**src/pdm_pkg.sv**
```systemverilog
/*
 * Package of the power-down mode control block: register indices and byte
 * addresses, field positions, reset values, settle-wait counts, mode codes.
 * Assumes one clock of 125 MHz; one wait state equals one clock cycle.
 */
`default_nettype none
package pdm_pkg;
   // Register indices as printed; byte address is four times the index
   localparam logic [15:0] PDM_CTRL1_IDX  = 16'hFFF0;
   localparam logic [15:0] PDM_CTRL2_IDX  = 16'hFFF1;
   localparam logic [15:0] PDM_AUX_IDX    = 16'hFFF2;
   localparam logic [31:0] PDM_CTRL1_ADDR = {14'h0000, PDM_CTRL1_IDX, 2'h0};
   localparam logic [31:0] PDM_CTRL2_ADDR = {14'h0000, PDM_CTRL2_IDX, 2'h0};
   localparam logic [31:0] PDM_AUX_ADDR   = {14'h0000, PDM_AUX_IDX, 2'h0};
   // Reset values
   localparam logic [7:0]  PDM_CTRL1_RST  = 8'h07;
   localparam logic [7:0]  PDM_CTRL2_RST  = 8'hE0;
   localparam logic [2:0]  PDM_CTRL1_ONES = 3'h7;   // Bits 2..0 of control one
   localparam logic [2:0]  PDM_CTRL2_ONES = 3'h7;   // Bits 7..5 of control two
   // Field positions, control one
   localparam int PDM_STANDBY_SEL_BIT = 7;
   localparam int PDM_STS_LSB         = 4;
   localparam int PDM_LOW_WAKE_BIT    = 3;
   // Field positions, control two
   localparam int PDM_NESEL_BIT    = 4;
   localparam int PDM_DTON_BIT     = 3;
   localparam int PDM_MED_WAKE_BIT = 2;
   localparam int PDM_SA_LSB       = 0;
   // Field positions, auxiliary register
   localparam int PDM_LCDSB_BIT = 0;
   localparam int PDM_MODE_LSB  = 8;
   localparam int PDM_SETL_BIT  = 16;
   // Settle waits in states (one state is one clock)
   localparam int unsigned PDM_WAIT_0 = 8192;
   localparam int unsigned PDM_WAIT_1 = 16384;
   localparam int unsigned PDM_WAIT_2 = 32768;
   localparam int unsigned PDM_WAIT_3 = 65536;
   localparam int unsigned PDM_WAIT_4 = 131072;
   // AXI responses
   localparam logic [1:0]  PDM_RESP_OK  = 2'h0;
   localparam logic [1:0]  PDM_RESP_ERR = 2'h2;
   // Operating modes, one-hot
   typedef enum logic [7:0] {
      PDM_ACT_HS   = 8'h01,
      PDM_ACT_MS   = 8'h02,
      PDM_SUBACT   = 8'h04,
      PDM_SLEEP    = 8'h08,
      PDM_SUBSLEEP = 8'h10,
      PDM_STANDBY  = 8'h20,
      PDM_WATCH    = 8'h40,
      PDM_SETTLE   = 8'h80
   } pdm_mode_e;
endpackage : pdm_pkg
`default_nettype wire

```
**src/pdm_power_ctrl.sv**
```systemverilog
/*
 * Power-down mode control: control registers on AXI4-Lite, the mode state
 * machine that reacts to the CPU sleep instruction and wake interrupts,
 * the settle wait after standby or watch, and LCD module standby.
 * Assumes sleep, wake and timer-A inputs come from logic on i_ref_clk.
 */
// The implementer's own choice: the AXI4-Lite interface to the registers.
// Function
// - Sleep from active, standby clear: sleep mode
// - Sleep from subactive, standby clear: subsleep
// - Standby set: standby or watch mode
// - Settle code picks wait of 8192..131072 states
// - Wait selected states before active after wake
// - Low-speed bit picks clock after watch
// - Control one low bits read one
// - Control one at index FFF0, reset 07
// - Control two at index FFF1, reset E0
// - LCD standby stops its clock, grounds outputs
// - External interrupts ignored in standby and watch
// - Medium-speed bit picks active speed after wake
// - Standby needs low-speed and timer bit clear
`default_nettype none
module pdm_power_ctrl #(
   parameter int unsigned P_WAIT_0 = pdm_pkg::PDM_WAIT_0,  // Settle waits in states
   parameter int unsigned P_WAIT_1 = pdm_pkg::PDM_WAIT_1,
   parameter int unsigned P_WAIT_2 = pdm_pkg::PDM_WAIT_2,
   parameter int unsigned P_WAIT_3 = pdm_pkg::PDM_WAIT_3,
   parameter int unsigned P_WAIT_4 = pdm_pkg::PDM_WAIT_4
) (
   input  wire logic        i_ref_clk,
   input  wire logic        i_sys_rst,
   input  wire logic        i_s_axi_awvalid,
   output logic             o_s_axi_awready,
   input  wire logic [31:0] i_s_axi_awaddr,
   input  wire logic        i_s_axi_wvalid,
   output logic             o_s_axi_wready,
   input  wire logic [31:0] i_s_axi_wdata,
   input  wire logic [3:0]  i_s_axi_wstrb,
   output logic             o_s_axi_bvalid,
   input  wire logic        i_s_axi_bready,
   output logic [1:0]       o_s_axi_bresp,
   input  wire logic        i_s_axi_arvalid,
   output logic             o_s_axi_arready,
   input  wire logic [31:0] i_s_axi_araddr,
   output logic             o_s_axi_rvalid,
   input  wire logic        i_s_axi_rready,
   output logic [31:0]      o_s_axi_rdata,
   output logic [1:0]       o_s_axi_rresp,
   input  wire logic        i_sleep_exec,      // CPU executes a sleep instruction
   input  wire logic        i_wake_irq,        // Accepted wake interrupt
   input  wire logic        i_timer_a_watch,   // Timer-A watch bit
   output logic [7:0]       o_mode,            // Current mode, one-hot
   output logic             o_cpu_run,         // CPU clocked
   output logic             o_cpu_subclock,    // CPU on subclock
   output logic             o_medium_speed,    // Active medium speed
   output logic             o_sys_osc_run,     // System oscillator running
   output logic             o_settling,        // Settle wait running
   output logic             o_ext_irq_accept,  // External interrupts accepted
   output logic             o_lcd_clk_en,      // LCD controller clock enable
   output logic             o_lcd_out_low,     // Force LCD outputs to ground
   output logic             o_noise_fast,      // Noise filter sampling select
   output logic             o_direct_xfer,     // Direct transfer flag
   output logic [1:0]       o_sub_clk_div      // Subactive clock rate select
);
   // All block state
   typedef struct packed {
      logic                aw_got;
      logic [31:0]         aw_addr;
      logic                w_got;
      logic [7:0]          w_data;
      logic                w_strb0;
      logic                bvalid;
      logic [1:0]          bresp;
      logic                rvalid;
      logic [31:0]         rdata;
      logic [1:0]          rresp;
      logic                standby_select;            // Sleep goes to standby or watch
      logic [2:0]          sts;                       // Settle wait code
      logic                low_speed_wake_select;     // Subclock after watch
      logic                nesel;
      logic                dton;
      logic                medium_speed_wake_select;  // Medium speed after wake
      logic [1:0]          sa;
      logic                lcd_stby;  // LCD module standby
      pdm_pkg::pdm_mode_e  mode;
   } pdm_state_s;
   pdm_state_s q;
   pdm_state_s next_q;
   logic       settle_start;
   logic       settle_busy;
   logic       settle_done;
   logic [7:0] ctrl1_rd;
   logic [7:0] ctrl2_rd;
   logic [31:0] aux_rd;
   // Word match on an aligned register address
   function automatic logic pdm_hit(input logic [31:0] a, input logic [31:0] base);
      pdm_hit = (a[31:2] == base[31:2]);
   endfunction : pdm_hit
   // Read views; control register reserved bits read as one, auxiliary ones as zero
   always_comb begin
      ctrl1_rd = {q.standby_select, q.sts, q.low_speed_wake_select, pdm_pkg::PDM_CTRL1_ONES};
      ctrl2_rd = {pdm_pkg::PDM_CTRL2_ONES, q.nesel, q.dton, q.medium_speed_wake_select, q.sa};
      aux_rd   = 32'h00000000;
      aux_rd[pdm_pkg::PDM_LCDSB_BIT] = q.lcd_stby;
      aux_rd[pdm_pkg::PDM_MODE_LSB +: 8] = q.mode;
      aux_rd[pdm_pkg::PDM_SETL_BIT] = settle_busy;
   end

   // Channel readiness: one write and one read outstanding at most
   assign o_s_axi_awready = !q.aw_got && !q.bvalid;
   assign o_s_axi_wready  = !q.w_got && !q.bvalid;
   assign o_s_axi_arready = !q.rvalid;
   // Next-state logic for bus slave, registers and mode machine
   always_comb begin
      next_q = q;
      settle_start = 1'b0;
      // Address and data taken in either order
      if (i_s_axi_awvalid && o_s_axi_awready) begin
         next_q.aw_got  = 1'b1;
         next_q.aw_addr = i_s_axi_awaddr;
      end
      if (i_s_axi_wvalid && o_s_axi_wready) begin
         next_q.w_got   = 1'b1;
         next_q.w_data  = i_s_axi_wdata[7:0];
         next_q.w_strb0 = i_s_axi_wstrb[0];
      end
      // Write commits once both halves are held
      if (q.aw_got && q.w_got) begin
         next_q.aw_got = 1'b0;
         next_q.w_got  = 1'b0;
         next_q.bvalid = 1'b1;
         next_q.bresp  = pdm_pkg::PDM_RESP_OK;
         if (pdm_hit(q.aw_addr, pdm_pkg::PDM_CTRL1_ADDR)) begin
            // Low three bits have no storage, so writes to them vanish
            if (q.w_strb0) begin
               next_q.standby_select = q.w_data[pdm_pkg::PDM_STANDBY_SEL_BIT];
               next_q.sts = q.w_data[pdm_pkg::PDM_STS_LSB +: 3];
               next_q.low_speed_wake_select = q.w_data[pdm_pkg::PDM_LOW_WAKE_BIT];
            end
         end else if (pdm_hit(q.aw_addr, pdm_pkg::PDM_CTRL2_ADDR)) begin
            if (q.w_strb0) begin
               next_q.nesel = q.w_data[pdm_pkg::PDM_NESEL_BIT];
               next_q.dton  = q.w_data[pdm_pkg::PDM_DTON_BIT];
               next_q.medium_speed_wake_select = q.w_data[pdm_pkg::PDM_MED_WAKE_BIT];
               // Subactive clock rate is frozen while running on it
               if (q.mode != pdm_pkg::PDM_SUBACT) begin
                  next_q.sa = q.w_data[pdm_pkg::PDM_SA_LSB +: 2];
               end
            end
         end else if (pdm_hit(q.aw_addr, pdm_pkg::PDM_AUX_ADDR)) begin
            if (q.w_strb0) begin
               next_q.lcd_stby = q.w_data[pdm_pkg::PDM_LCDSB_BIT];
            end
         end else begin
            // Unmapped address
            next_q.bresp = pdm_pkg::PDM_RESP_ERR;
         end
      end
      // Write response leaves when taken
      if (q.bvalid && i_s_axi_bready) begin
         next_q.bvalid = 1'b0;
      end
      // Read: data returned the cycle after the address
      if (q.rvalid && i_s_axi_rready) begin
         next_q.rvalid = 1'b0;
      end
      if (i_s_axi_arvalid && o_s_axi_arready) begin
         next_q.rvalid = 1'b1;
         next_q.rresp  = pdm_pkg::PDM_RESP_OK;
         if (pdm_hit(i_s_axi_araddr, pdm_pkg::PDM_CTRL1_ADDR)) begin
            next_q.rdata = {24'h000000, ctrl1_rd};
         end else if (pdm_hit(i_s_axi_araddr, pdm_pkg::PDM_CTRL2_ADDR)) begin
            next_q.rdata = {24'h000000, ctrl2_rd};
         end else if (pdm_hit(i_s_axi_araddr, pdm_pkg::PDM_AUX_ADDR)) begin
            next_q.rdata = aux_rd;
         end else begin
            next_q.rdata = 32'h00000000;
            next_q.rresp = pdm_pkg::PDM_RESP_ERR;
         end
      end
      // Mode machine; control bits are read as they stand right now
      case (q.mode)
         pdm_pkg::PDM_ACT_HS, pdm_pkg::PDM_ACT_MS: begin
            if (i_sleep_exec) begin
               if (!q.standby_select) begin
                  next_q.mode = pdm_pkg::PDM_SLEEP;
               end else if (!q.low_speed_wake_select && !i_timer_a_watch) begin
                  next_q.mode = pdm_pkg::PDM_STANDBY;
               end else begin
                  next_q.mode = pdm_pkg::PDM_WATCH;
               end
            end
         end
         pdm_pkg::PDM_SUBACT: begin
            if (i_sleep_exec) begin
               // Subactive never goes to standby
               next_q.mode = q.standby_select ? pdm_pkg::PDM_WATCH : pdm_pkg::PDM_SUBSLEEP;
            end
         end
         pdm_pkg::PDM_SLEEP: begin
            // Clock kept running, so no settle wait
            if (i_wake_irq) begin
               next_q.mode = q.medium_speed_wake_select ? pdm_pkg::PDM_ACT_MS : pdm_pkg::PDM_ACT_HS;
            end
         end
         pdm_pkg::PDM_SUBSLEEP: begin
            if (i_wake_irq) begin
               next_q.mode = pdm_pkg::PDM_SUBACT;
            end
         end
         pdm_pkg::PDM_STANDBY: begin
            if (i_wake_irq) begin
               next_q.mode  = pdm_pkg::PDM_SETTLE;
               settle_start = 1'b1;
            end
         end
         pdm_pkg::PDM_WATCH: begin
            if (i_wake_irq) begin
               if (q.low_speed_wake_select) begin
                  // Subclock never stopped, so no wait
                  next_q.mode = pdm_pkg::PDM_SUBACT;
               end else begin
                  next_q.mode  = pdm_pkg::PDM_SETTLE;
                  settle_start = 1'b1;
               end
            end
         end
         pdm_pkg::PDM_SETTLE: begin
            if (settle_done) begin
               next_q.mode = q.medium_speed_wake_select ? pdm_pkg::PDM_ACT_MS : pdm_pkg::PDM_ACT_HS;
            end
         end
         default: begin
            next_q.mode = pdm_pkg::PDM_ACT_HS;
         end
      endcase
   end

   // State register; control fields start at their documented values
   always_ff @(posedge i_ref_clk or posedge i_sys_rst) begin
      if (i_sys_rst) begin
         q          <= '0;
         q.standby_select <= pdm_pkg::PDM_CTRL1_RST[pdm_pkg::PDM_STANDBY_SEL_BIT];
         q.sts      <= pdm_pkg::PDM_CTRL1_RST[pdm_pkg::PDM_STS_LSB +: 3];
         q.low_speed_wake_select <= pdm_pkg::PDM_CTRL1_RST[pdm_pkg::PDM_LOW_WAKE_BIT];
         q.nesel    <= pdm_pkg::PDM_CTRL2_RST[pdm_pkg::PDM_NESEL_BIT];
         q.dton     <= pdm_pkg::PDM_CTRL2_RST[pdm_pkg::PDM_DTON_BIT];
         q.medium_speed_wake_select <= pdm_pkg::PDM_CTRL2_RST[pdm_pkg::PDM_MED_WAKE_BIT];
         q.sa       <= pdm_pkg::PDM_CTRL2_RST[pdm_pkg::PDM_SA_LSB +: 2];
         q.mode     <= pdm_pkg::PDM_ACT_HS;
      end else begin
         q <= next_q;
      end
   end

   // Settle wait counter
   pdm_settle_timer #(
      .P_WAIT_0 (P_WAIT_0),
      .P_WAIT_1 (P_WAIT_1),
      .P_WAIT_2 (P_WAIT_2),
      .P_WAIT_3 (P_WAIT_3),
      .P_WAIT_4 (P_WAIT_4)
   ) u_settle (
      .i_ref_clk (i_ref_clk),
      .i_sys_rst (i_sys_rst),
      .i_start   (settle_start),
      .i_sel     (q.sts),
      .o_busy    (settle_busy),
      .o_done    (settle_done)
   );

   // Outputs from the registered state: bus, control fields, mode decodes, timer busy
   assign o_s_axi_bvalid   = q.bvalid;
   assign o_s_axi_bresp    = q.bresp;
   assign o_s_axi_rvalid   = q.rvalid;
   assign o_s_axi_rdata    = q.rdata;
   assign o_s_axi_rresp    = q.rresp;
   assign o_mode           = q.mode;
   assign o_cpu_run        = (q.mode == pdm_pkg::PDM_ACT_HS) || (q.mode == pdm_pkg::PDM_ACT_MS)
                             || (q.mode == pdm_pkg::PDM_SUBACT);
   assign o_cpu_subclock   = (q.mode == pdm_pkg::PDM_SUBACT) || (q.mode == pdm_pkg::PDM_SUBSLEEP);
   assign o_medium_speed   = (q.mode == pdm_pkg::PDM_ACT_MS);
   assign o_sys_osc_run    = (q.mode != pdm_pkg::PDM_STANDBY) && (q.mode != pdm_pkg::PDM_WATCH);
   assign o_settling       = settle_busy;
   assign o_ext_irq_accept = (q.mode != pdm_pkg::PDM_STANDBY) && (q.mode != pdm_pkg::PDM_WATCH);
   assign o_lcd_clk_en     = !q.lcd_stby;
   assign o_lcd_out_low    = q.lcd_stby;
   assign o_noise_fast     = q.nesel;
   assign o_direct_xfer    = q.dton;
   assign o_sub_clk_div    = q.sa;

   // Sleep with standby clear goes to sleep mode
   sleep_entry_a: assert property (@(posedge i_ref_clk) disable iff (i_sys_rst)
      o_cpu_run && !o_cpu_subclock && i_sleep_exec && !q.standby_select |=> (q.mode == pdm_pkg::PDM_SLEEP))
      else $error("Sleep instruction did not enter sleep mode");
   subsleep_entry_a: assert property (@(posedge i_ref_clk) disable iff (i_sys_rst)
      (q.mode == pdm_pkg::PDM_SUBACT) && i_sleep_exec && !q.standby_select |=> (q.mode == pdm_pkg::PDM_SUBSLEEP))
      else $error("Subactive sleep did not enter subsleep");
   watch_entry_a: assert property (@(posedge i_ref_clk) disable iff (i_sys_rst)
      (q.mode == pdm_pkg::PDM_SUBACT) && i_sleep_exec && q.standby_select |=> (q.mode == pdm_pkg::PDM_WATCH))
      else $error("Subactive sleep with standby set missed watch");
   standby_entry_a: assert property (@(posedge i_ref_clk) disable iff (i_sys_rst)
      o_cpu_run && !o_cpu_subclock && i_sleep_exec && q.standby_select
      |=> (q.mode == ((!$past(q.low_speed_wake_select) && !$past(i_timer_a_watch))
                      ? pdm_pkg::PDM_STANDBY : pdm_pkg::PDM_WATCH)))
      else $error("Standby or watch choice wrong");
   ctrl1_ones_a: assert property (@(posedge i_ref_clk) disable iff (i_sys_rst)
      i_s_axi_arvalid && o_s_axi_arready && pdm_hit(i_s_axi_araddr, pdm_pkg::PDM_CTRL1_ADDR)
      |=> o_s_axi_rvalid && (o_s_axi_rdata[2:0] == 3'h7))
      else $error("Control one low bits not read as one");
   ctrl1_write_a: assert property (@(posedge i_ref_clk) disable iff (i_sys_rst)
      q.aw_got && q.w_got && q.w_strb0 && pdm_hit(q.aw_addr, pdm_pkg::PDM_CTRL1_ADDR)
      |=> (ctrl1_rd == {$past(q.w_data[7:3]), 3'h7}) && o_s_axi_bvalid)
      else $error("Control one write not stored");
   wake_speed_a: assert property (@(posedge i_ref_clk) disable iff (i_sys_rst)
      ((q.mode == pdm_pkg::PDM_SLEEP) && i_wake_irq) || settle_done
      |=> (o_medium_speed == $past(q.medium_speed_wake_select)) && o_cpu_run && !o_cpu_subclock)
      else $error("Wake speed does not follow medium-speed bit");
   watch_exit_a: assert property (@(posedge i_ref_clk) disable iff (i_sys_rst)
      (q.mode == pdm_pkg::PDM_WATCH) && i_wake_irq
      |=> ($past(q.low_speed_wake_select) ? (q.mode == pdm_pkg::PDM_SUBACT) : (o_settling && !o_cpu_run)))
      else $error("Watch exit clock choice wrong");
   irq_gate_a: assert property (@(posedge i_ref_clk) disable iff (i_sys_rst)
      (q.mode == pdm_pkg::PDM_STANDBY) || (q.mode == pdm_pkg::PDM_WATCH) |-> !o_ext_irq_accept)
      else $error("External interrupts accepted in standby or watch");
   lcd_stby_a: assert property (@(posedge i_ref_clk) disable iff (i_sys_rst)
      o_lcd_out_low |-> !o_lcd_clk_en)
      else $error("LCD standby left its clock running");

   sleep_wake_c: cover property (@(posedge i_ref_clk) disable iff (i_sys_rst)
      (q.mode == pdm_pkg::PDM_SLEEP) ##1 o_cpu_run);
   standby_settle_c: cover property (@(posedge i_ref_clk) disable iff (i_sys_rst)
      (q.mode == pdm_pkg::PDM_STANDBY) ##1 o_settling);
   watch_sub_c: cover property (@(posedge i_ref_clk) disable iff (i_sys_rst)
      (q.mode == pdm_pkg::PDM_WATCH) ##1 (q.mode == pdm_pkg::PDM_SUBACT));
endmodule : pdm_power_ctrl
`default_nettype wire

```
**src/pdm_settle_timer.sv**
```systemverilog
/*
 * Oscillator settle-wait timer: counts the selected number of states.
 * Assumes i_start is a one-cycle pulse from logic on the same clock.
 */
`default_nettype none
module pdm_settle_timer #(
   parameter int unsigned P_WAIT_0 = pdm_pkg::PDM_WAIT_0,
   parameter int unsigned P_WAIT_1 = pdm_pkg::PDM_WAIT_1,
   parameter int unsigned P_WAIT_2 = pdm_pkg::PDM_WAIT_2,
   parameter int unsigned P_WAIT_3 = pdm_pkg::PDM_WAIT_3,
   parameter int unsigned P_WAIT_4 = pdm_pkg::PDM_WAIT_4
) (
   input  wire logic       i_ref_clk,
   input  wire logic       i_sys_rst,
   input  wire logic       i_start,   // Begin a wait
   input  wire logic [2:0] i_sel,     // Wait code
   output logic            o_busy,    // Wait running
   output logic            o_done     // Last wait cycle
);
   // Timer state
   typedef struct packed {
      logic [17:0] cnt;
      logic        busy;
   } pdm_tmr_s;

   pdm_tmr_s q;
   pdm_tmr_s next_q;

   // Top code bit set gives the longest wait regardless of low bits
   always_comb begin
      next_q = q;
      if (i_start) begin
         next_q.busy = 1'b1;
         if (i_sel[2]) begin
            next_q.cnt = 18'(P_WAIT_4);
         end else begin
            case (i_sel[1:0])
               2'h0:    next_q.cnt = 18'(P_WAIT_0);
               2'h1:    next_q.cnt = 18'(P_WAIT_1);
               2'h2:    next_q.cnt = 18'(P_WAIT_2);
               default: next_q.cnt = 18'(P_WAIT_3);
            endcase
         end
      end else if (q.busy) begin
         // Busy for exactly the loaded number of cycles
         next_q.cnt = q.cnt - 18'h00001;
         if (q.cnt == 18'h00001) begin
            next_q.busy = 1'b0;
         end
      end
   end

   // State register
   always_ff @(posedge i_ref_clk or posedge i_sys_rst) begin
      if (i_sys_rst) begin
         q <= '0;
      end else begin
         q <= next_q;
      end
   end

   assign o_busy = q.busy;
   assign o_done = q.busy && (q.cnt == 18'h00001);

   // Shortest wait is loaded for code zero
   wait_code0_a: assert property (@(posedge i_ref_clk) disable iff (i_sys_rst)
      i_start && (i_sel == 3'h0) |=> o_busy && (q.cnt == 18'(P_WAIT_0)))
      else $error("Wait code zero did not load the shortest wait");
   // Any code with top bit set loads the longest wait
   wait_code4_a: assert property (@(posedge i_ref_clk) disable iff (i_sys_rst)
      i_start && i_sel[2] |=> (q.cnt == 18'(P_WAIT_4)))
      else $error("Top wait code bit did not load the longest wait");
   // Busy only drops on the done cycle
   busy_hold_a: assert property (@(posedge i_ref_clk) disable iff (i_sys_rst)
      o_busy && !o_done && !i_start |=> o_busy)
      else $error("Settle wait ended early");
endmodule : pdm_settle_timer
`default_nettype wire
```
**config.mk**
```make
export PLATFORM = sky130hd
export DESIGN_NAME = pdm_power_ctrl
export DESIGN_NICKNAME = d
export VERILOG_FILES = /design/src/pdm_pkg.sv /design/src/pdm_power_ctrl.sv /design/src/pdm_settle_timer.sv
export SDC_FILE = /design/constraint.sdc
export NUM_CORES = 1
export LEC_CHECK = 0
export BUFFER_PORTS_ARGS = -buffer_cell sky130_fd_sc_hd__buf_2
export CORE_AREA = 2 2 102 104
export CTS_CLUSTER_DIAMETER = 150
export DETAILED_ROUTE_END_ITERATION = 16
export DIE_AREA = 0 0 104 106
export HOLD_SLACK_MARGIN = 0.02
export PLACE_DENSITY = 0.79
export RECOVER_POWER = 50
export SYNTH_ARGS = -nofsm -noshare
export SYNTH_HDL_FRONTEND = slang
export SYNTH_SLANG_ARGS = --single-unit
```
**constraint.sdc**
```tcl
create_clock -name i_ref_clk -period 3.52 [get_ports i_ref_clk]
set_input_delay 0.352 -clock i_ref_clk [delete_from_list [all_inputs] [get_ports i_ref_clk]]
set_output_delay 0.352 -clock i_ref_clk [all_outputs]
set_load 0.02 [all_outputs]
```
Word level (Yosys, flattened, before mapping):

Cells that the tools add are included.

* bits in registers: 119
* bits in latches: 0
* memory bits (writable): 0
* bits in read-only memories: 0
* input port bits: 110
* output and inout port bits: 61
* word-level logic and storage cells: 123
* memories: 0

* add/sub/neg operators: 1
* multipliers: 0
* divide/modulo/power cells: 0
* $lt $le $gt $ge: 0
* equality and inequality tests: 27
* shift-type cells: 0
* mux-type cells: 39
* bitwise logic cells: 2
* reduce and logical (&&, ||, !) cells: 33

Operators with widths (count)
* $eq 30x16->1 const B: 6
* $mux 8: 8
* $pmux 8 s7: 1
* $pmux 17 s3: 1
* $mux 19: 2
* $mux 35: 1
* $mux 17: 2
* $mux 33: 1
* $mux 32: 1
* $mux 7: 3
* $eq 18x1->1 const B: 1
* $mux 18: 1
* $sub 18x1->18 const B: 1
* $mux 2: 7
* $ne 2x2->1 const B: 7
* $logic_and 1x1->1: 11
* $mux 10: 1
* $reduce_and 5->1: 2
* $reduce_bool 2->1: 5
* $eq 8x1->1 const B: 1
* $eq 8x2->1 const B: 1
* $eq 8x3->1 const B: 1
* $eq 8x4->1 const B: 1
* $eq 8x5->1 const B: 1
* other kinds (19): 35

Longest topological paths before layout:

Gate-level depths: netlist of run 1.

* depth after elaboration: 6
* depth in mapped cells: 8
* depth with buffers taken out: 7

Modules after synthesis:

Synthesis of run 1 repeated with hierarchy kept, for this count alone.

* cells, all modules: 444
* area total of the unflattened synthesis: 4974.8 um2

Modules (own cells, without submodules)
* pdm_power_ctrl: instances 1, cells an instance 330, area each 3883.7 um2, seq. area each 2028.2 um2
* pdm_settle_timer: instances 1, cells an instance 114, area each 1091.0 um2, seq. area each 475.5 um2

Worst setup path before layout of run 1:

Ideal clock, no wire load.

* kind: register to output
* start point: register q, in the netlist o_mode[6]
* end point: output o_medium_speed
* arrival time: 1.801 ns
* data required time: 3.168 ns
* path slack: 1.367 ns
* cell stages (with the launch flop): 5
* buffers on the path: 1
* path through: dfrtp_1 buf_6 nor3_1 nor3b_2 nor4b_1

* word-level cells in the longest chain between the ends: 1

RTL lines
* start, declared: line pdm_power_ctrl.sv:87 `pdm_state_s q;`
* start signal, assigned: line pdm_power_ctrl.sv:252 `q <= next_q;`
* $eq 8x2->1: line pdm_power_ctrl.sv:282 `assign o_medium_speed = (q.mode == pdm_pkg::PDM_ACT_MS);`
* end, declared: line pdm_power_ctrl.sv:55 `output logic o_medium_speed,`

No other way between the ends.

Final worst setup path of run 1:

* start point: register q, in the netlist o_mode[7]
* end point: output o_sys_osc_run

* word-level cells in the longest chain between the ends: 2
* elaborated cells on any way between the ends: 3
* classes of those cells: eq/ne: 2; reduce/logical: 1

RTL lines
* $ne 8x6->1 or $ne 8x7->1 (tied branches): line pdm_power_ctrl.sv:283 `assign o_sys_osc_run = (q.mode != pdm_pkg::PDM_STANDBY) && (q.mode != pdm_pkg::PDM_WATCH);`
* $logic_and 1x1->1 *: line pdm_power_ctrl.sv:283
* end, declared: line pdm_power_ctrl.sv:56 `output logic o_sys_osc_run,`

Mark *: on every way between the ends. The rest lies on a longest branch, timed or not.

==> metrics.yaml, run 1 <==
run_status: "finished, violations left"
violations: "max-capacitance violations, max-slew violations"
totalNegativeSetupSlack_ns: 0
yosys.area_share.adder: 0.005139
crit_chain: "or4_1, nor3_2, a21bo_2, buf_2"
clk_pin_slew_ns: 0.09
synth_seq_cells: 100
syn_area_um2: 4870
synthXorXnorAreaFrac: 0.03597
fp.coreArea_um2: 10000
antenna_found_initial: 1
hold_end: "o_s_axi_bvalid"
syn_inst: 428
avgSynthCellArea_um2: 11.38
setup_viol: 0
insertion_delay_ns: 0.36
first_global_vias: 3418
grt_pass1_wl_um: 16410
hold_path.class: "in2reg"
min-delay-start: "i_s_axi_bready"
cp_top_family: "simple AND/OR/NAND/NOR gates"
n_fill_cell: 920
cts_tree: "built"
synthMuxAreaShare: 0.1285
cts.root.buffer_cell: "clkbuf_8"
r2r_cells: 4
cp.arrival_ns: 2.16
seq_area_um2: 2504
r2r-end: "u_settle.q[15]"
yosys.area_share.simple: 0.1506
antenna_cells: 0
h-tree-depth: 3
cts_buffer_depth: 2
hold_buffers: 0
post-cts-setup-buffers: 0
critPathSlowestCell: "or4_1"
grt_use_total: 0.1831
start_kind: "flop"
die-width_um: 104
hold_violations: 0
multi_input_area_um2: 1949
power_density_nw_per_um2: 561.0
synthFlopType: "dfrtp_1"
maxSlewHeadroom: -0.5970
drt_iter0_markers: 105
hold_depth: 2
finClkSkew_ns: 0.01414
vdd_drop_max_mv: 0.4792
synth-edff-count: 0
drv_cap: 1
leakage_nw: 2.430
grt_start_max_net_pins: 66
power_mw: 3.061
area.growth.synth_to_final_pct: 12.02
worstPathMaxFanout: 7
endpoint_kind: "primary output"
fin_crit_sh: 0.7143
grt_setup_unrepaired: "no"
ant_nets: 0
vias_per_cell: 5.162
max_freq_mhz: 397.7
async_reset_ff_frac: 1.000
io_pins: 171
numCtsBuffers: 9
start_util: 0.4870
synth_compound_gate_area_share: 0.06706
dp_hpwl_um: 7300
required_ns: 3.17
num_vias: 3381
synth_warnings: 0
cp_num_buf_inv: 1
wl_per_cell_um: 14.65
drc: 0
reg2reg_slack_ns: 1.06
post_cts_resized: 0
drive_gt1_frac: 0.3468
synth_top_family_by_area: "simple AND/OR/NAND/NOR gates"
slew_viol_final: 66
ys_seq_area_frac: 0.5141
clock-sinks: 100
gr-total-overflow: 0
dr.pass1.iters: 5
die_area_um2: 11020
min_period_ns: 2.514
place_congestion: 0.8337
worst_pin_slew_ns: 2.393
wl_um: 9598
r2r_start: "o_mode[7]"
num_rows: 37
critical_path_class: "reg2out"
nets: 627
die_h_um: 106
yosys.cell_types.count: 51
port_buffers: 122
cp_slowest_stage_delay_ns: 0.60
## power breakdown
group          total [mW]  switching [mW]  internal (mW)  leakage, nW
Combinational       0.748           0.357          0.390         1.14
Sequential           1.60           0.180           1.42         1.20
Clock               0.712           0.386          0.326       0.0955
## registers in the layout (all words and copies together) (netlist names)
signal,flops
u_settle.q,18
o_mode,8
o_s_axi_rresp,1
ctrl2_rd,1
o_sub_clk_div,2
o_s_axi_bvalid,1
o_lcd_out_low,1
o_direct_xfer,1
u_settle.o_busy,1
o_noise_fast,1
o_s_axi_bresp,1
o_s_axi_rvalid,1
q,41
ctrl1_rd,5
o_s_axi_rdata,17
## metrics by stage
step | worst slack, ns | utilization | instance area (µm²) | hold slack (ns) | instances
after CTS | 1.000 | 0.5485 | 5485 | 0.1431 | 655
after global routing | 0.6534 | 0.5455 | 5455 | 0.1276 | 655
final | 1.006 | 0.5455 | 5455 | 0.1573 | 655
after global placement | 1.107 | 0.5297 | 5296 | 0.4592 | 640
after floorplan | 0.5509 | - | 4930 | 0.4452 | 444
after detailed placement | 1.095 | 0.5297 | 5296 | 0.4693 | 640
## how the worst max path moves through the flow
| stage | from | endpoint | slack, ns | cells past startpoint |
|---|---|---|---|---|
| 5_1_grt | i_sys_rst | q[75] | 0.65 | 3 |
| 4_1_cts | o_mode[7] | o_ext_irq_accept | 1.00 | 4 |
| 2_1_floorplan | i_sys_rst | ctrl1_rd[3] | 0.55 | 1 |
| 3_3_place_gp | o_mode[5] | o_mode[6] | 1.11 | 5 |
| 6_report | o_mode[7] | o_sys_osc_run | 1.01 | 4 |
| 3_5_place_dp | o_mode[7] | u_settle.q[18] | 1.09 | 4 |
## kinds of logic after synthesis
group / Yosys count
and+or+nand+nor: 128
DFF: 100
buffers and inverters: 75
muxes: 56
AOI/OAI and AO/OA: 46
xor gates and xnor gates: 20
adders and majority gates: 2
other: 1
## per-layer routing
layer	global-route usage	share of wire	vias up
li1	-	-	1615
met1	0.2263	0.42	1657
met2	0.3092	0.49	102
met3	0.06499	0.081	7
met4	0.04344	0.0057	0
met5	0	0	-
## cells in the mapped netlist (2+ instances only)
master    count  area [µm²]
nor2_1       26       97.59
nand4_1       6       37.54
nand2_1      25       93.84
nand4b_1      4       35.03
a211oi_1      3       22.52
clkbuf_1      6       22.52
nand2b_1      3       18.77
a21oi_1       4       20.02
nor3b_1       5       37.54
xnor2_1      13       113.9
nor2b_1       4       25.02
nor3_1       13       65.06
a21o_1        2       15.01
nor3_2        2       20.02
or4_1         3       22.52
and4b_1       4       40.04
or3_1         3       18.77
ha_1          2       25.02
nor4_1        8       50.05
mux2i_1       4       40.04
buf_4        47       352.8
buf_2         3       15.01
and2_1        3       18.77
mux2_2       52       585.6
o21ai_0      12       60.06
dfrtp_1      99        2477
xor2_1        7       61.31
nor4b_1       4       35.03
o31ai_1      10       75.07
inv_1        10       37.54
buf_1         6       22.52
nand3_1       8       40.04
a22o_1        9       78.83
## cell usage in the layout, fill, tap and decap left out, types with 12 or more instances in the layout
cell,instances
o21ai_0,12
dfrtp_1,99
mux2_2,52
clkbuf_1,20
nor2_1,26
nand2_1,25
conb_1,17
nor3_1,13
xnor2_1,13
buf_2,102
## cell type report
class                      instances  area share
sequential                       100      0.4589
multi-input combinational        269      0.3573
timing repair buffer             125      0.1110
tap                              136     0.03119
clock buffer                       9     0.02271
clock inverter                     6     0.01193
inverter                          10    0.006881
Power figures use the tool's default switching activity.
==> run 2: changes to the inputs <==
- CORE_AREA: 2 2 102 104 -> 2 2 108 110
- DIE_AREA: 0 0 104 106 -> 0 0 110 112
- PLACE_DENSITY: 0.79 -> 0.74
- clock period: 3.52 -> 2.3 ns (I/O delays scaled with it)
==> metrics.yaml, run 2 (synthesis results as in run 1) <==
run_status: "finished clean"
gr-total-overflow: 0
switching_share: 0.3018
setup_viol: 0
cts_buffer_depth: 2
max_freq_mhz: 451.4
h-tree-depth: 3
die_h_um: 112
min_period_ns: 2.215
hold_depth: 2
finClkSkew_ns: 0.007387
drc: 0
numCtsBuffers: 9
cp.arrival_ns: 1.99
port_buffers: 122
vias_per_cell: 5.031
grt_use_total: 0.1768
endpoint_kind: "primary output"
start_kind: "flop"
cp.depth: 4
grt_pass1_wl_um: 17020
maxSlewHeadroom: 0.08746
dp_hpwl_um: 7704
start_util: 0.4358
multi_input_area_um2: 1971
cell_internal_pwr_mw: 3.575
combPwrFrac: 0.239
regMostFlops: "q"
io_pins: 171
power_frac_seq: 0.484
hold_violations: 0
largest_reg_flops: 41
totalNegativeSetupSlack_ns: 0
crit_chain: "or4_4, nor3_4, a21bo_2, buf_2"
drt_iter0_markers: 141
hold_buffers: 0
p_clk_frac: 0.277
die-width_um: 110
ant_nets: 0
clk_pin_slew_ns: 0.07
r2r_cells: 6
fin_crit_sh: 0.9631
place_congestion: 0.9179
slew_viol_final: 0
num_rows: 39
insertion_delay_ns: 0.35
antenna_cells: 0
grt_start_max_net_pins: 101
nets: 644
layout_commonest_cell: "buf_2"
n_fill_cell: 1026
wl_um: 10330
first_global_vias: 3520
cp_top_family: "simple AND/OR/NAND/NOR gates"
area.growth.synth_to_final_pct: 17.42
fp.coreArea_um2: 11170
power_mw: 5.121
seq_area_um2: 2504
hold_path.class: "in2reg"
switchingPower_mw: 1.546
antenna_found_initial: 1
cts_tree: "built"
worstPathMaxFanout: 3
leakage_nw: 2.549
cp_num_buf_inv: 1
critPathSlowestCell: "or4_4"
worst_pin_slew_ns: 1.369
required_ns: 2.07
critical_path_class: "reg2out"
grt_setup_unrepaired: "no"
cts.root.buffer_cell: "clkbuf_16"
die_area_um2: 12320
dr.pass1.iters: 4
drv_cap: 0
drive_gt1_frac: 0.3743
num_vias: 3421
wl_per_cell_um: 15.19
clock-sinks: 100
power_density_nw_per_um2: 895.6
most-common-layout-cells: "102 x buf_2, 99 x dfrtp_1, 52 x mux2_2"
vdd_drop_max_mv: 0.7716
cp_slowest_stage_delay_ns: 0.57
==> run 2: cell count changes in the layout (fill, tap and decap cells not counted), moves of 2 or more <==
| cell | previous run | this run |
|---|---|---|
| buf_4 | 2 | 18 |
| clkbuf_16 | 0 | 9 |
| clkbuf_8 | 9 | 0 |
| clkinv_2 | 2 | 0 |
| clkinvlp_4 | 1 | 3 |
==> run 2: final cells by class <==
type	instances	area share
Clock buffer	10	0.04004
Clock inverter	6	0.008534
Inverter	10	0.006783
Multi-Input combinational cell	269	0.3446
Sequential cell	100	0.4379
Tap cell	143	0.03129
Timing Repair Buffer	142	0.1309
==> run 2: worst register-to-register path, cell delays in order, from the launching register on <==
cell and delay [ns]:
dfrtp_1 0.38, nor4b_1 0.33, nand4_1 0.23, or3_1 0.44, nor3_2 0.12, buf_4 0.16, mux2_2 0.33
==> run 2: power by group through the flow <==
stage	combinational, mW	clock [mW]	sequential [mW]
6_report	1.22	1.42	2.48
5_1_grt	1.34	1.53	2.54
4_1_cts	1.22	1.47	2.47
3_5_place_dp	1.22	0	2.51
3_3_place_gp	1.17	0	2.47
2_1_floorplan	0.999	0	2.38
==> run 2: layer usage <==
metal / share of wire / vias to the layer above / global-route usage
li1: - / 1653 / -
met1: 0.43 / 1648 / 0.2244
met2: 0.48 / 102 / 0.2785
met3: 0.071 / 18 / 0.06265
met4: 0.019 / 0 / 0.06076
met5: 0 / - / 0
==> run 2: worst paths after layout <==
| path | from | end | slack (ns) |
|---|---|---|---|
| worst max register to register | q[96] | ctrl1_rd[4] | 0.20 |
| worst max-delay path | o_mode[7] | o_ext_irq_accept | 0.08 |
| worst min register to register | o_s_axi_rdata[1] | o_s_axi_rdata[1] | 0.48 |
| max in group asynchronous | i_sys_rst | u_settle.q[3] | 1.06 |
| min in group asynchronous | i_sys_rst | q[86] | 0.34 |
| worst min-delay path | i_s_axi_rready | o_s_axi_rvalid | 0.06 |
==> run 2: through the flow <==
step                      setup WS (ns)  instance area, µm²  hold WS, ns  instances  utilization
after global placement           0.1678                5451       0.4125        663       0.4879
after CTS                       0.02439                5729      0.04056        679       0.5127
final                           0.08480                5718      0.05528        680       0.5117
after floorplan                  0.2471                4933       0.3232        444            -
after detailed placement         0.1528                5451       0.4124        663       0.4879
after global routing            0.02002                5718      0.04424        680       0.5117
==> run 2: timing repair <==
item | in CTS | in global routing
endpoints found under the setup margin | 0 | 4
gates resized for setup | 0 | 4
buffers inserted | 0 | 1
==> run 3: changes to the inputs <==
- CORE_AREA: 2 2 108 110 -> 2 2 105 107
- CTS_BUF_LIST: not set -> sky130_fd_sc_hd__clkbuf_2
- DIE_AREA: 0 0 110 112 -> 0 0 107 109
- PLACE_DENSITY: 0.74 -> 0.78
- SKIP_LAST_GASP: not set -> 1
==> metrics.yaml, run 3 (synthesis results as in run 1) <==
cts.root.buffer_cell: "clkbuf_2"
vias_per_cell: 5.177
leakage_nw: 2.730
first_global_vias: 3941
fin_ws_ns: -0.05623
placed_cell_area_um2: 5448
dp_hpwl_um: 7855
hold_path.class: "in2reg"
power_density_nw_per_um2: 760.6
cts_tree: "built"
regMostFlops: "q"
area.growth.synth_to_final_pct: 25.46
drv_cap: 0
cell_internal_pwr_mw: 3.070
grt_setup_unrepaired: "yes"
cp.arrival_ns: 2.13
hold_violations: 0
run_status: "finished, violations left"
most-common-layout-cells: "104 x buf_2, 97 x dfrtp_1, 52 x mux2_2"
antenna_found_initial: 0
fin_crit_sh: 1.024
finClkSkew_ns: 0.04831
die_area_um2: 11660
insertion_delay_ns: 0.57
fp.coreArea_um2: 10600
hold-worst-slack_ns: 0.1414
wl_um: 11440
required_ns: 2.07
clock-sinks: 100
port_buffers: 122
die_h_um: 109
p_clk_frac: 0.166
io_pins: 171
critical_path_class: "reg2out"
place_congestion: 0.8678
nets: 696
drt_iter0_markers: 115
switchingPower_mw: 1.577
crit_chain: "or4_4, nor3_4, a21bo_4, buf_6"
num_rows: 38
slew_viol_final: 0
cts_buffer_depth: 2
setup_viol: 4
layout_commonest_cell: "buf_2"
start_util: 0.4593
grt_start_max_net_pins: 45
largest_reg_flops: 41
endpoint_kind: "primary output"
final_core_util: 0.5762
post-place-ws_ns: 0.1433
power_frac_seq: 0.537
combPwrFrac: 0.297
maxSlewHeadroom: 0.2400
h-tree-depth: 3
cp_slowest_stage_delay_ns: 0.57
clk_pin_slew_ns: 0.28
start_kind: "flop"
violations: "negative setup slack"
die-width_um: 107
ant_nets: 0
grt_use_total: 0.2086
max_freq_mhz: 424.4
grt_pass1_wl_um: 19160
worstPathMaxFanout: 3
switching_share: 0.3393
wl_per_cell_um: 15.70
gr-total-overflow: 0
critPathSlowestCell: "or4_4"
numCtsBuffers: 9
totalNegativeSetupSlack_ns: -0.1396
final_area_um2: 6110
drive_gt1_frac: 0.3735
num_vias: 3774
antenna_cells: 0
dr.pass1.iters: 4
vdd_drop_max_mv: 0.7133
worst_pin_slew_ns: 1.140
drc: 0
min_period_ns: 2.356
run 3: cell count changes in the layout (fill, tap and decap cells not counted), sizes merged:
cell         delta
buf             +6
inv             +1
clkbuf          -2
clkinv          +1
clkinvlp        -1
dlygate4sd3    +47
run 3: layout make-up:
type	count	area (µm²)
clock buffer	9	45.04
clock inverter	7	57.56
fill	898	4493
inverter	10	38.79
multi-input combinational	269	2027
sequential	100	2506
tap	140	175.2
timing repair buffer	194	1260
run 3: per-stage QoR:
step	instances	total power, mW
detailed placement	660	3.709
global placement	660	3.624
global route	729	4.922
CTS	729	4.604
floorplan	444	3.384
finish	729	4.647
run 3: power by group through the flow:
stage	logic, mW	clock network (mW)	registers [mW]
after floorplan	0.999	0	2.38
after global placement	1.16	0	2.47
after detailed placement	1.21	0	2.50
after CTS	1.35	0.802	2.46
after global routing	1.50	0.874	2.55
final	1.38	0.773	2.49
run 3: layer usage:
metal,routed length [µm],share of wire,GRT usage
met1,4593,0.40,0.2404
met5,0,0,0
met2,6082,0.53,0.3881
met4,136,0.012,0.05659
met3,632,0.055,0.04961
run 3: what timing repair did:
action                                  CTS  global route
resized for setup                        12            10
endpoints found under the setup margin    5            15
pin swaps                                 2             1
hold endpoints to repair                149             0
setup buffers                             6             0
hold buffers                             47             0
run 3: worst paths after layout:
path	to	slack, ns	from	cells after the start
worst max-delay path	o_ext_irq_accept	-0.06	o_mode[1]	4
worst min-delay path	o_s_axi_rdata[0]	0.14	i_s_axi_araddr[30]	4
worst max register to register	ctrl1_rd[7]	0.15	q[96]	6
worst min register to register	o_s_axi_rdata[2]	0.51	o_s_axi_rdata[2]	2
max in group asynchronous	o_mode[5]	0.57	i_sys_rst	4
min in group asynchronous	q[73]	0.19	i_sys_rst	3
run 3: worst max-delay path, delay by kind of cell (launching register included):
kind,cells,cell delay [ns]
AOI/OAI and AO/OA,1,0.27
DFF,1,0.45
buffers and inverters,1,0.13
and+or+nand+nor,2,0.72
